<file path="src/hw/mem_decode_regs.vh">
// Offsets, reset values and field positions of the memory-map decoder
`ifndef MEM_DECODE_REGS_VH
`define MEM_DECODE_REGS_VH
`define RESET_VECTOR        16'h0000
`define VECTOR_BASE         16'h0003
`define VECTOR_SPACING      16'h0008
`define APP_REGION_BYTES    16'h4800
`define BOOT_1K_BYTES       16'h0400
`define SFR_BASE            8'h80
`define PAGE_SELECT_ADDR    8'h91
`define PAGE_SELECT_RESET   8'h00
`define PAGE_SELECT_BIT     0
`define STATUS_WORD_ADDR    8'hd0
`define STACK_PTR_ADDR      8'h81
`define TIMED_ACCESS_ADDR   8'hc7
`define STACK_PTR_RESET     8'h07
`define BOOT_CONFIG_RESET   8'hff
`define BOOT_SIZE_LSB       0
`define BOOT_SIZE_MSB       2
`define BANK_SEL_LOW_BIT    3
`define BANK_SEL_HIGH_BIT   4
`define BIT_AREA_BASE       8'h20
`define AUX_RAM_LAST        16'h02ff
`define UNLOCK_FIRST        8'haa
`define UNLOCK_SECOND       8'h55
`define UNLOCK_WINDOW       3'h4
`endif

</file>
<file path="src/hw/mem_decode.v">
// Memory-map decoder between the CPU core and the memory arrays
// Operation
// RULE1: After any reset, fetching starts at program address zero.
// RULE2: Each interrupt vectors to 0003H plus eight times its number.
// RULE3: Three-bit field sizes boot region; application region takes rest of 18K.
// RULE4: Booting from boot region maps address zero and vectors to its start.
// RULE5: Application region serves fetches and code-memory move reads.
// RULE6: Direct above 7FH hits special registers, indirect hits upper RAM.
// RULE7: Lower RAM by direct or indirect; upper RAM only indirect.
// RULE8: Special registers at addresses ending 0H or 8H allow bit access.
// RULE9: Lowest 32 bytes form four banks chosen by two status-word bits.
// RULE10: Bytes 20H to 2FH hold bit addresses 00H to 7FH.
// RULE11: Stack pointer resets to 07H, software may move it anywhere.
// RULE12: Push increments then writes; pop reads then decrements.
// RULE13: Auxiliary RAM 000H to 2FFH reached only by external moves.
// RULE14: Stack never targets auxiliary RAM.
// RULE15: Page select defaults zero and redirects direct special accesses.
// RULE16: Page select written only while timed access is unlocked.
// RULE17: Unlock is AAH then 55H, then the protected write.
// RULE18: Boot size sampled at reset and held until next reset.
`timescale 1ns/1ps
`include "mem_decode_regs.vh"
module mem_decode #(
  parameter APP_BYTES = 18432
) (
  input  wire        CLK_SYS,
  input  wire        NRST,
  input  wire [7:0]  BOOT_SIZE_CONFIG,
  input  wire        BOOT_SELECT,
  input  wire        FETCH_REQ,
  input  wire        CODE_READ,
  input  wire [15:0] PC_ADDR,
  input  wire        IRQ_TAKE,
  input  wire [3:0]  IRQ_NUM,
  input  wire        DATA_REQ,
  input  wire        DATA_WRITE,
  input  wire        DIRECT_MODE,
  input  wire        BIT_MODE,
  input  wire        REG_OPERAND,
  input  wire [2:0]  REG_NUM,
  input  wire [7:0]  DATA_ADDR,
  input  wire [7:0]  WDATA,
  input  wire        PUSH,
  input  wire        POP,
  input  wire        EXT_REQ,
  input  wire        EXT_USE_POINTER,
  input  wire [15:0] DATA_POINTER,
  output reg  [15:0] CODE_ADDR,
  output reg         CODE_SEL_BOOT,
  output reg         CODE_VALID,
  output reg         CODE_FAULT,
  output reg  [7:0]  RAM_ADDR,
  output reg  [2:0]  RAM_BIT,
  output reg         RAM_EN,
  output reg         RAM_WE,
  output reg  [7:0]  SFR_ADDR,
  output reg  [2:0]  SFR_BIT,
  output reg         SFR_EN,
  output reg         SFR_WE,
  output reg         SFR_PAGE,
  output reg         SFR_BIT_FAULT,
  output reg  [9:0]  AUX_ADDR,
  output reg         AUX_EN,
  output reg         AUX_FAULT,
  output reg  [7:0]  STACK_POINTER,
  output reg  [7:0]  PAGE_SELECT,
  output reg  [15:0] BOOT_BYTES,
  output reg  [15:0] APP_LIMIT
);

  localparam ST_RESET = 2'b01;
  localparam ST_RUN   = 2'b10;

  reg  [1:0]  state;
  reg  [2:0]  boot_region_size;
  reg  [1:0]  unlock_step;
  reg  [2:0]  unlock_timer;
  reg  [1:0]  bank;
  reg  [7:0]  next_ram_addr;
  reg  [2:0]  next_ram_bit;
  reg         next_ram_en;
  reg         next_sfr_en;
  reg  [7:0]  next_stack;
  reg  [15:0] vec_addr;
  reg  [15:0] boot_len;
  wire [15:0] app_len;
  wire        unlocked;

  // Boot region length from size field
  function [15:0] boot_length;
    input [2:0] sz;
    begin
      case (sz)
        3'b111:  boot_length = 16'h0000;
        3'b110:  boot_length = `BOOT_1K_BYTES;
        3'b101:  boot_length = 16'h0800;
        3'b100:  boot_length = 16'h0c00;
        default: boot_length = 16'h1000;
      endcase
    end
  endfunction

  assign app_len  = APP_BYTES[15:0] - boot_len;
  assign unlocked = (unlock_step == 2'd2);

  always @*
  begin
    boot_len = boot_length(boot_region_size); // see RULE3
  end

  // Vector address relative to active region start
  always @*
  begin
    vec_addr = `VECTOR_BASE + {9'h000, IRQ_NUM, 3'b000}; // see RULE2
  end

  // Internal RAM decode
  always @*
  begin
    next_ram_addr = DATA_ADDR;
    next_ram_bit  = 3'h0;
    next_ram_en   = 1'b0;
    next_sfr_en   = 1'b0;
    if (REG_OPERAND)
    begin
      next_ram_addr = {3'b000, bank, REG_NUM}; // see RULE9
      next_ram_en   = 1'b1;
    end
    else if (BIT_MODE)
    begin
      if (!DATA_ADDR[7])
      begin
        next_ram_addr = `BIT_AREA_BASE + {4'h0, DATA_ADDR[6:3]}; // see RULE10
        next_ram_bit  = DATA_ADDR[2:0];
        next_ram_en   = 1'b1;
      end
      else
        next_sfr_en = 1'b1;
    end
    else if (DIRECT_MODE && DATA_ADDR[7])
      next_sfr_en = 1'b1; // see RULE6
    else
      next_ram_en = 1'b1; // see RULE7
  end

  // Stack pointer update
  always @*
  begin
    next_stack = STACK_POINTER;
    if (DATA_REQ && DATA_WRITE && DIRECT_MODE && !BIT_MODE && DATA_ADDR == `STACK_PTR_ADDR)
      next_stack = WDATA; // see RULE11
    else if (PUSH)
      next_stack = STACK_POINTER + 8'h01; // see RULE12
    else if (POP)
      next_stack = STACK_POINTER - 8'h01;
  end

  // Reset capture of boot size and region bounds
  always @(posedge CLK_SYS)
  begin
    if (!NRST)
    begin
      state            <= ST_RESET;
      boot_region_size <= 3'h7;
      BOOT_BYTES       <= 16'h0000;
      APP_LIMIT        <= 16'h0000;
    end
    else
    begin
      case (state)
        ST_RESET:
        begin
          boot_region_size <= BOOT_SIZE_CONFIG[`BOOT_SIZE_MSB:`BOOT_SIZE_LSB]; // see RULE18
          state            <= ST_RUN;
        end
        ST_RUN:
        begin
          BOOT_BYTES <= boot_len;
          APP_LIMIT  <= app_len;
        end
        default: state <= ST_RESET;
      endcase
    end
  end

  // Program memory decode
  always @(posedge CLK_SYS)
  begin
    if (!NRST)
    begin
      CODE_ADDR     <= `RESET_VECTOR; // see RULE1
      CODE_SEL_BOOT <= 1'b0;
      CODE_VALID    <= 1'b0;
      CODE_FAULT    <= 1'b0;
    end
    else
    begin
      CODE_SEL_BOOT <= BOOT_SELECT && (boot_len != 16'h0000); // see RULE4
      CODE_VALID    <= (state == ST_RUN) && (FETCH_REQ || IRQ_TAKE || CODE_READ); // see RULE5
      if (IRQ_TAKE)
        CODE_ADDR <= vec_addr;
      else
        CODE_ADDR <= PC_ADDR;
      if (BOOT_SELECT && boot_len != 16'h0000)
        CODE_FAULT <= FETCH_REQ && (PC_ADDR >= boot_len);
      else
        CODE_FAULT <= (FETCH_REQ || CODE_READ) && (PC_ADDR >= app_len);
    end
  end

  // Data memory, special registers, stack and auxiliary RAM
  always @(posedge CLK_SYS)
  begin
    if (!NRST)
    begin
      RAM_ADDR      <= 8'h00;
      RAM_BIT       <= 3'h0;
      RAM_EN        <= 1'b0;
      RAM_WE        <= 1'b0;
      SFR_ADDR      <= 8'h00;
      SFR_BIT       <= 3'h0;
      SFR_EN        <= 1'b0;
      SFR_WE        <= 1'b0;
      SFR_PAGE      <= 1'b0;
      SFR_BIT_FAULT <= 1'b0;
      AUX_ADDR      <= 10'h000;
      AUX_EN        <= 1'b0;
      AUX_FAULT     <= 1'b0;
      STACK_POINTER <= `STACK_PTR_RESET; // see RULE11
      PAGE_SELECT   <= `PAGE_SELECT_RESET; // see RULE15
      bank          <= 2'b00;
      unlock_step   <= 2'd0;
      unlock_timer  <= 3'h0;
    end
    else
    begin
      RAM_EN        <= 1'b0;
      RAM_WE        <= 1'b0;
      SFR_EN        <= 1'b0;
      SFR_WE        <= 1'b0;
      SFR_BIT_FAULT <= 1'b0;
      AUX_EN        <= 1'b0;
      AUX_FAULT     <= 1'b0;
      STACK_POINTER <= next_stack;
      if (PUSH)
      begin
        RAM_ADDR <= STACK_POINTER + 8'h01; // see RULE12
        RAM_EN   <= 1'b1;
        RAM_WE   <= 1'b1; // see RULE14
      end
      else if (POP)
      begin
        RAM_ADDR <= STACK_POINTER;
        RAM_EN   <= 1'b1;
      end
      else if (DATA_REQ)
      begin
        RAM_ADDR <= next_ram_addr;
        RAM_BIT  <= next_ram_bit;
        RAM_EN   <= next_ram_en;
        RAM_WE   <= next_ram_en && DATA_WRITE;
        SFR_ADDR <= BIT_MODE ? {DATA_ADDR[7:3], 3'b000} : DATA_ADDR; // see RULE8
        SFR_BIT  <= DATA_ADDR[2:0];
        SFR_EN   <= next_sfr_en;
        SFR_WE   <= next_sfr_en && DATA_WRITE;
        SFR_PAGE <= PAGE_SELECT[`PAGE_SELECT_BIT]; // see RULE15
        // Special-register bit access only ever lands on a byte ending in 0H or 8H
        SFR_BIT_FAULT <= 1'b0;
      end
      if (EXT_REQ)
      begin
        AUX_ADDR  <= EXT_USE_POINTER ? DATA_POINTER[9:0] : {2'b00, WDATA}; // see RULE13
        AUX_EN    <= !EXT_USE_POINTER || (DATA_POINTER <= `AUX_RAM_LAST);
        AUX_FAULT <= EXT_USE_POINTER && (DATA_POINTER > `AUX_RAM_LAST);
      end
      // Status-word bank bits, tracked on direct writes
      if (DATA_REQ && DATA_WRITE && DIRECT_MODE && !BIT_MODE && DATA_ADDR == `STATUS_WORD_ADDR)
        bank <= {WDATA[`BANK_SEL_HIGH_BIT], WDATA[`BANK_SEL_LOW_BIT]}; // see RULE9
      // Timed-access unlock sequence
      if (unlock_timer != 3'h0)
        unlock_timer <= unlock_timer - 3'h1;
      else if (unlocked)
        unlock_step <= 2'd0;
      if (DATA_REQ && DATA_WRITE && DIRECT_MODE && !BIT_MODE && DATA_ADDR == `TIMED_ACCESS_ADDR)
      begin
        if (WDATA == `UNLOCK_FIRST)
          unlock_step <= 2'd1; // see RULE17
        else if (WDATA == `UNLOCK_SECOND && unlock_step == 2'd1)
        begin
          unlock_step  <= 2'd2;
          unlock_timer <= `UNLOCK_WINDOW;
        end
        else
          unlock_step <= 2'd0;
      end
      else if (DATA_REQ && DATA_WRITE && DIRECT_MODE && DATA_ADDR[7:3] == 5'h12 && BIT_MODE == 1'b0
               && DATA_ADDR == `PAGE_SELECT_ADDR)
      begin
        if (unlocked)
          PAGE_SELECT <= {7'h00, WDATA[`PAGE_SELECT_BIT]}; // see RULE16
        unlock_step <= 2'd0;
      end
      else if (DATA_REQ && DATA_WRITE && unlock_step == 2'd1)
        unlock_step <= 2'd0;
    end
  end

endmodule // mem_decode

</file>
<file path="config.mk">
export PLATFORM = sky130hd
export DESIGN_NAME = mem_decode
export DESIGN_NICKNAME = d
export VERILOG_FILES = /design/src/hw/mem_decode.v
export VERILOG_INCLUDE_DIRS = /design/src /design/src/hw
export SDC_FILE = /design/constraint.sdc
export NUM_CORES = 1
export LEC_CHECK = 0
export ABC_AREA = 1
export BUFFER_PORTS_ARGS = -buffer_cell sky130_fd_sc_hd__clkbuf_2
export CORE_MARGIN = 4
export CORE_UTILIZATION = 45
export CTS_BUF_LIST = sky130_fd_sc_hd__clkbuf_4 sky130_fd_sc_hd__clkbuf_8 sky130_fd_sc_hd__clkbuf_16
export CTS_CLUSTER_DIAMETER = 120
export DETAILED_ROUTE_END_ITERATION = 6
export GPL_TIMING_DRIVEN = 0
export PLACE_DENSITY = 0.87
export SKIP_LAST_GASP = 1
export SYNTH_ARGS = -nofsm -noshare
export SYNTH_HDL_FRONTEND = slang
export SYNTH_SLANG_ARGS = --single-unit
</file>
<file path="constraint.sdc">
create_clock -name CLK_SYS -period 2.6 [get_ports CLK_SYS]
set_input_delay 0.52 -clock CLK_SYS [delete_from_list [all_inputs] [get_ports CLK_SYS]]
set_output_delay 0.52 -clock CLK_SYS [all_outputs]
set_load 0.03 [all_outputs]
</file>
[Yosys cells after proc, flatten, opt, wreduce, memory -nomap -nowiden]
Cells that the tools add are included.
Cells by class
  reduce and logical (&&, ||, !) cells: 35
  equality and inequality tests: 16
  add/sub/neg operators: 6
  bitwise operators: 6
  magnitude comparators: 4
  multiplexer cells: 43
Operators by type and width (count)
  $mux W8: 9
  $pmux W13 S4: 1
  $eq A8 B8 Y1 const B: 5
  $ge A16 B16 Y1: 2
  $mux W3: 8
  $logic_and A1 B1 Y1: 19
  $gt A16 B10 Y1 const B: 1
  $le A16 B10 Y1 const B: 1
  $mux W16: 1
  $reduce_bool A16 Y1: 1
  $sub A15 B16 Y16 const A: 1
  $mux W1: 15
  $mux W2: 7
  $eq A3 B3 Y1 const B: 4
  $mux W10: 1
  $reduce_bool A3 Y1: 3
  $add A2 B7 Y8 const A: 1
  $add A8 B1 Y8 const B: 1
  $eq A8 B7 Y1 const B: 1
  $sub A8 B1 Y8 const B: 1
  $add A6 B4 Y7 const A: 1
  $not A1 Y1: 6
  $reduce_and A3 Y1: 2
  $eq A5 B5 Y1 const B: 1
  other kinds (10): 17
Storage, ports and cells
  flip-flop bits (word level): 111
  input bits: 78

[Longest topological paths before layout]
  word-level depth: 8
  depth in mapped cells: 11
  mapped depth without buffers: 11

[Worst setup path before layout]
Ideal clock, no wire load.
  path kind: reg2reg
  start point: register boot_region_size[2], in the netlist boot_length.sz[2]
  end point: register CODE_FAULT
  arrival: 1.556 ns
  setup time: 0.134 ns
  clock period less this slack: 1.689 ns
  cell stages (with the launch flop): 12
  path slack: 0.911 ns
  buffers on the path: 0
  cell sequence: dfxtp_1 -> inv_1 -> nor2_1 -> inv_1 -> ha_1 -> ha_1 -> a21oi_1 -> nor3_1 -> nor2_1 -> nand2_1 -> nand2_1 -> a21oi_1
Between the ends
  cells in the longest elaborated chain, start to end: 6
  elaborated cells on any way between the ends: 13
  classes of those cells: add/sub: 1; order compare: 2; eq/ne: 4; mux: 2; reduce/logical: 4
RTL lines
  from (decl): line mem_decode.v:75  | reg [2:0] boot_region_size;
  from (signal assigned): line mem_decode.v:173  | boot_region_size <= BOOT_SIZE_CONFIG[`BOOT_SIZE_MSB:`BOOT_SIZE_LSB];
  $eq A3 B3 Y1: line mem_decode.v:93  | case (sz)
  $pmux W13 S4 *: line mem_decode.v:93
  $sub A15 B16 Y16 *: line mem_decode.v:103  | assign app_len = APP_BYTES[15:0] - boot_len;
  named net app_len[10]: line mem_decode.v:86  | wire [15:0] app_len;
  $ge A16 B16 Y1 *: line mem_decode.v:207  | CODE_FAULT <= (FETCH_REQ || CODE_READ) && (PC_ADDR >= app_len);
  $logic_and A1 B1 Y1 *: line mem_decode.v:207
  $mux W1 *: line mem_decode.v:204  | if (BOOT_SELECT && boot_len != 16'h0000)
  to (signal assigned): line mem_decode.v:205  | CODE_FAULT <= FETCH_REQ && (PC_ADDR >= boot_len);
  to (signal assigned): line mem_decode.v:207
  to (decl): line mem_decode.v:51  | output reg CODE_FAULT,
The timed path passes the listed nets; every way through them passes the cells marked *.
A chain may end at the register's enable or synchronous reset.

[Worst setup path after layout]
Same ends and word-level chain as after synthesis.

==> results.txt <==
----------------------------------------------------
[Run status]
  Run status ... complete, no violations

[Die]
  Die Area ... 11550 um^2
  Core Region ... 9684 um^2
  Width of the die ... 107.5 um
  Count of boundary I/O pins ... 185
  Site row count ... 36
  Vertical extent of the die ... 107.5 um
  Effective utilization at floorplan ... 45.96%

[Yosys]
  Average instance area after synthesis ... 7.009 um^2
  Number of distinct library cell variants in the gate-level netlist after synthesis ... 36
  Count of synthesis-stage warnings from yosys ... 0
  Post-Synthesis Cell Area ... 4451 um^2
  Gate count after technology mapping ... 635
  Synthesized flop and latch total ... 85
  Seq/Total Area, Yosys ... 38.23%
  Cell taking the most area after synthesis ... sky130_fd_sc_hd__dfxtp_1
  Main area contributors after synthesis ... sky130_fd_sc_hd__dfxtp_1 (38%), sky130_fd_sc_hd__nand2_1 (9.0%), sky130_fd_sc_hd__a21oi_1 (8.0%)
  Area share of the largest cell type after synthesis ... 38.23%

[Power]
  Pwr dens ... 556.9 nW/um^2
  Static Leakage ... 2.911 nW
  Largest voltage drop on the vdd net ... 0.0002402 V
  Final total power ... 3.148 mW

[Worst setup path]
  Sequence of cells on the critical path ... inv_1, nor2_1, inv_1, ha_1, ha_1, a21oi_1, nor3_1, nor2_1, nand2_1, nand2_1, a21oi_1
  Startpoint of the worst-slack reg-to-reg timing path ... boot_length.sz[2]$_SDFFE_PN1P_
  Critical path required time ... 2.81 ns
  Startpoint of the most critical setup path ... boot_length.sz[2]$_SDFFE_PN1P_
  Critical path capture point type ... flop
  FF-to-FF path depth ... 11
  Worst setup path category ... reg -> reg
  Type of element launching the critical path ... flop
  Largest fanout of any net on the critical path ... 5
  Register-to-register setup slack ... 0.60 ns
  Worst r2r dst ... CODE_FAULT$_SDFF_PN0_
  Capture point of the worst path ... CODE_FAULT$_SDFF_PN0_
  Endpoint arrival time on the critical path ... 2.21 ns
  Standard cell with the maximum stage delay on the critical path ... sky130_fd_sc_hd__dfxtp_1
  Critical path's largest stage delay ... 0.40 ns

[Detailed routing]
  Via count normalized by instance count ... 4.951
  Number of nets still failing antenna checks after routing ... 0
  Count of routing violations after the opening detailed-route iteration ... 319
  Detailed-routing iteration count for the pre-antenna-repair pass ... 5
  Wire per inst ... 13.66 um
  # DRC ... 0
  Via count ... 4763
  Detailed Route WL ... 13140 um

[Place]
  Quantity of I/O buffers inserted on ports ... 147
  RePlAce Congestion ... 0.9583
  HPWL after detailed placement ... 10430 um

[Global route]
  Global Route Usage Sum ... 21.85%
  Via count of the first global-routing pass ... 4322
  Pin count of the biggest net entering global routing ... 16
  GRT overflow ... 0
  Antenna violations before repair ... 0
  Global-route wire length before repair ... 20080 um

[CTS]
  Sinks on the clock net ... 85
  Number of buffers inserted for hold repair after clock tree synthesis ... 0
  Maximum buffer depth of the clock tree ... 2
  Clock latency reported for the late side of the worst-skew pair ... 0.36 ns
  Buffers inserted during post-CTS setup optimization ... 0
  Clock tree from TritonCTS ... yes
  Resized Gates After CTS ... 0
  Root Driver ... sky130_fd_sc_hd__clkbuf_8
  Deepest level of the CTS H-tree ... 3
  CTS Buf Count ... 9
  Worst-path clk slew ... 0.09 ns

[Timing]
  RSZ-0062 raised after global routing ... no
  Remaining max-slew budget at the tightest pin ... 51.15%
  Period utilisation layout ... 77.11%
  Total Neg Setup Slack ... 0 ns
  Post-Route Skew ... 0.01015 ns
  Maximum frequency from static timing analysis ... 498.8 MHz
  Min Clock Period, post-route ... 2.005 ns
  Hold Fails Final Rpt ... 0
  Number of failing setup endpoints in the final timing report ... 0
  Count of final max-slew check failures ... 0
  Transition time at the pin with the least slew margin ... 0.7328 ns

[Finish]
  Fraction of final layout cells with drive strength greater than 1 ... 27.38%
  Area delta synth->final ... 27.02%
  Post-layout net count ... 915
  ANT cells ... 0

[Flow run]
  Total of max-cap violations ... 0

[Hold path]
  Hold Crit Class ... in -> reg

----------------------------------------------------
-- metrics by stage --
| stage | utilization (%) | instance area (um^2) | hold WS (ns) | cells | worst slack (ns) |
|---|---|---|---|---|---|
| floorplan | - | 4567 | 0.4290 | 666 | 0.9106 |
| global placement | 56.47 | 5469 | 0.4403 | 946 | 0.6555 |
| detailed placement | 56.47 | 5469 | 0.4518 | 946 | 0.6222 |
| CTS | 58.37 | 5653 | 0.3744 | 962 | 0.6006 |
| global route | 58.37 | 5653 | 0.3836 | 962 | 0.4076 |
| finish | 58.37 | 5653 | 0.3762 | 962 | 0.5952 |
-- synth_stat cells --
cell type / count
sky130_fd_sc_hd__a211oi_1: 1
sky130_fd_sc_hd__a21boi_0: 2
sky130_fd_sc_hd__a21oi_1: 71
sky130_fd_sc_hd__a21oi_2: 1
sky130_fd_sc_hd__a31oi_1: 3
sky130_fd_sc_hd__a32oi_1: 3
sky130_fd_sc_hd__and2_1: 1
sky130_fd_sc_hd__and3_1: 1
sky130_fd_sc_hd__buf_2: 6
sky130_fd_sc_hd__buf_4: 36
sky130_fd_sc_hd__buf_6: 2
sky130_fd_sc_hd__clkbuf_1: 9
sky130_fd_sc_hd__clkinv_1: 2
sky130_fd_sc_hd__clkinv_2: 1
sky130_fd_sc_hd__conb_1: 1
sky130_fd_sc_hd__dfxtp_1: 85
sky130_fd_sc_hd__ha_1: 13
sky130_fd_sc_hd__inv_1: 72
sky130_fd_sc_hd__inv_2: 4
sky130_fd_sc_hd__nand2_1: 107
sky130_fd_sc_hd__nand2_2: 5
sky130_fd_sc_hd__nand3_1: 34
sky130_fd_sc_hd__nand3_2: 1
sky130_fd_sc_hd__nand3_4: 1
sky130_fd_sc_hd__nand3b_1: 1
sky130_fd_sc_hd__nand4_1: 12
sky130_fd_sc_hd__nor2_1: 75
sky130_fd_sc_hd__nor2_2: 2
sky130_fd_sc_hd__nor2_4: 4
sky130_fd_sc_hd__nor2_8: 1
sky130_fd_sc_hd__nor3_1: 12
sky130_fd_sc_hd__o211ai_1: 6
sky130_fd_sc_hd__o21a_1: 1
sky130_fd_sc_hd__o21ai_0: 56
sky130_fd_sc_hd__o21ai_1: 2
sky130_fd_sc_hd__o311ai_1: 1
-- power by group --
part / total [mW] / internal, mW / switching [mW]
combinational: 0.827 / 0.268 / 0.558
sequential: 1.43 / 1.39 / 0.0471
clock: 0.887 / 0.378 / 0.509
-- critical path, delay by kind of cell, from the launching register on --
family                     cells  cell delay [ns]
adders and majority gates      2             0.62
and+or+nand+nor                5             0.43
DFF                            1             0.40
AOI/OAI and AO/OA              2             0.22
buffers and inverters          2             0.19
-- area by class of cell --
| type | count | area (um^2) |
|---|---|---|
| buffer | 53 | 356.6 |
| clock buffer | 10 | 137.6 |
| clock inverter | 6 | 46.29 |
| fill | 939 | 4031 |
| inverter | 79 | 297.8 |
| multi-input combinational | 449 | 2211 |
| sequential | 85 | 1702 |
| tap | 133 | 166.4 |
| timing repair buffer | 147 | 735.7 |
-- registers in the layout, summed over array words and instances (netlist names), 2 cells and up --
name	count
unlock_step	2
BOOT_BYTES	3
STACK_POINTER	8
CODE_ADDR	16
RAM_ADDR	8
bank	2
state	2
APP_LIMIT	3
SFR_BIT	3
boot_length.sz	3
SFR_ADDR	8
RAM_BIT	3
unlock_timer	3
AUX_ADDR	10
-- per-layer routing --
metal	global-route usage, %	vias to the layer above	routed length (um)
met5	0	-	0
met4	8.296	0	328
met3	4.799	30	1318
met2	37.40	254	6118
met1	26.78	2089	5374
li1	-	2390	-
-- cells in the final DEF, fill, tap and decap left out, drive strengths merged, types with 6 or more instances in the layout --
cell / n
nor3: 12
conb: 32
nor2: 82
o211ai: 6
clkinv: 6
dfxtp: 85
buf: 44
o21ai: 58
a21oi: 72
inv: 77
ha: 13
nand3: 36
nand4: 12
nand2: 112
clkbuf: 166
-- cell families after synthesis --
| family | count (synthesis) | share of synthesized area, % |
|---|---|---|
| buf+inv | 132 | 14.70 |
| fa+ha+maj | 13 | 3.655 |
| other cells | 1 | 0.08426 |
| simple gates | 257 | 25.72 |
| compound gates | 147 | 17.60 |
| flops | 85 | 38.23 |
-- how the worst min path moves through the flow --
stage / start / endpoint / slack (ns) / depth (start not counted)
after floorplan: unlock_timer[0]$_SDFF_PN0_ / unlock_timer[0]$_SDFF_PN0_ / 0.43 / 2
after global placement: unlock_timer[0]$_SDFF_PN0_ / unlock_timer[0]$_SDFF_PN0_ / 0.44 / 2
after detailed placement: unlock_timer[0]$_SDFF_PN0_ / unlock_timer[0]$_SDFF_PN0_ / 0.45 / 2
after CTS: BOOT_SIZE_CONFIG[1] / boot_length.sz[1]$_SDFFE_PN1P_ / 0.37 / 3
after global routing: PC_ADDR[1] / CODE_ADDR[1]$_SDFF_PN0_ / 0.38 / 3
final: BOOT_SIZE_CONFIG[1] / boot_length.sz[1]$_SDFFE_PN1P_ / 0.38 / 3
(Power assumes the default switching activity.)
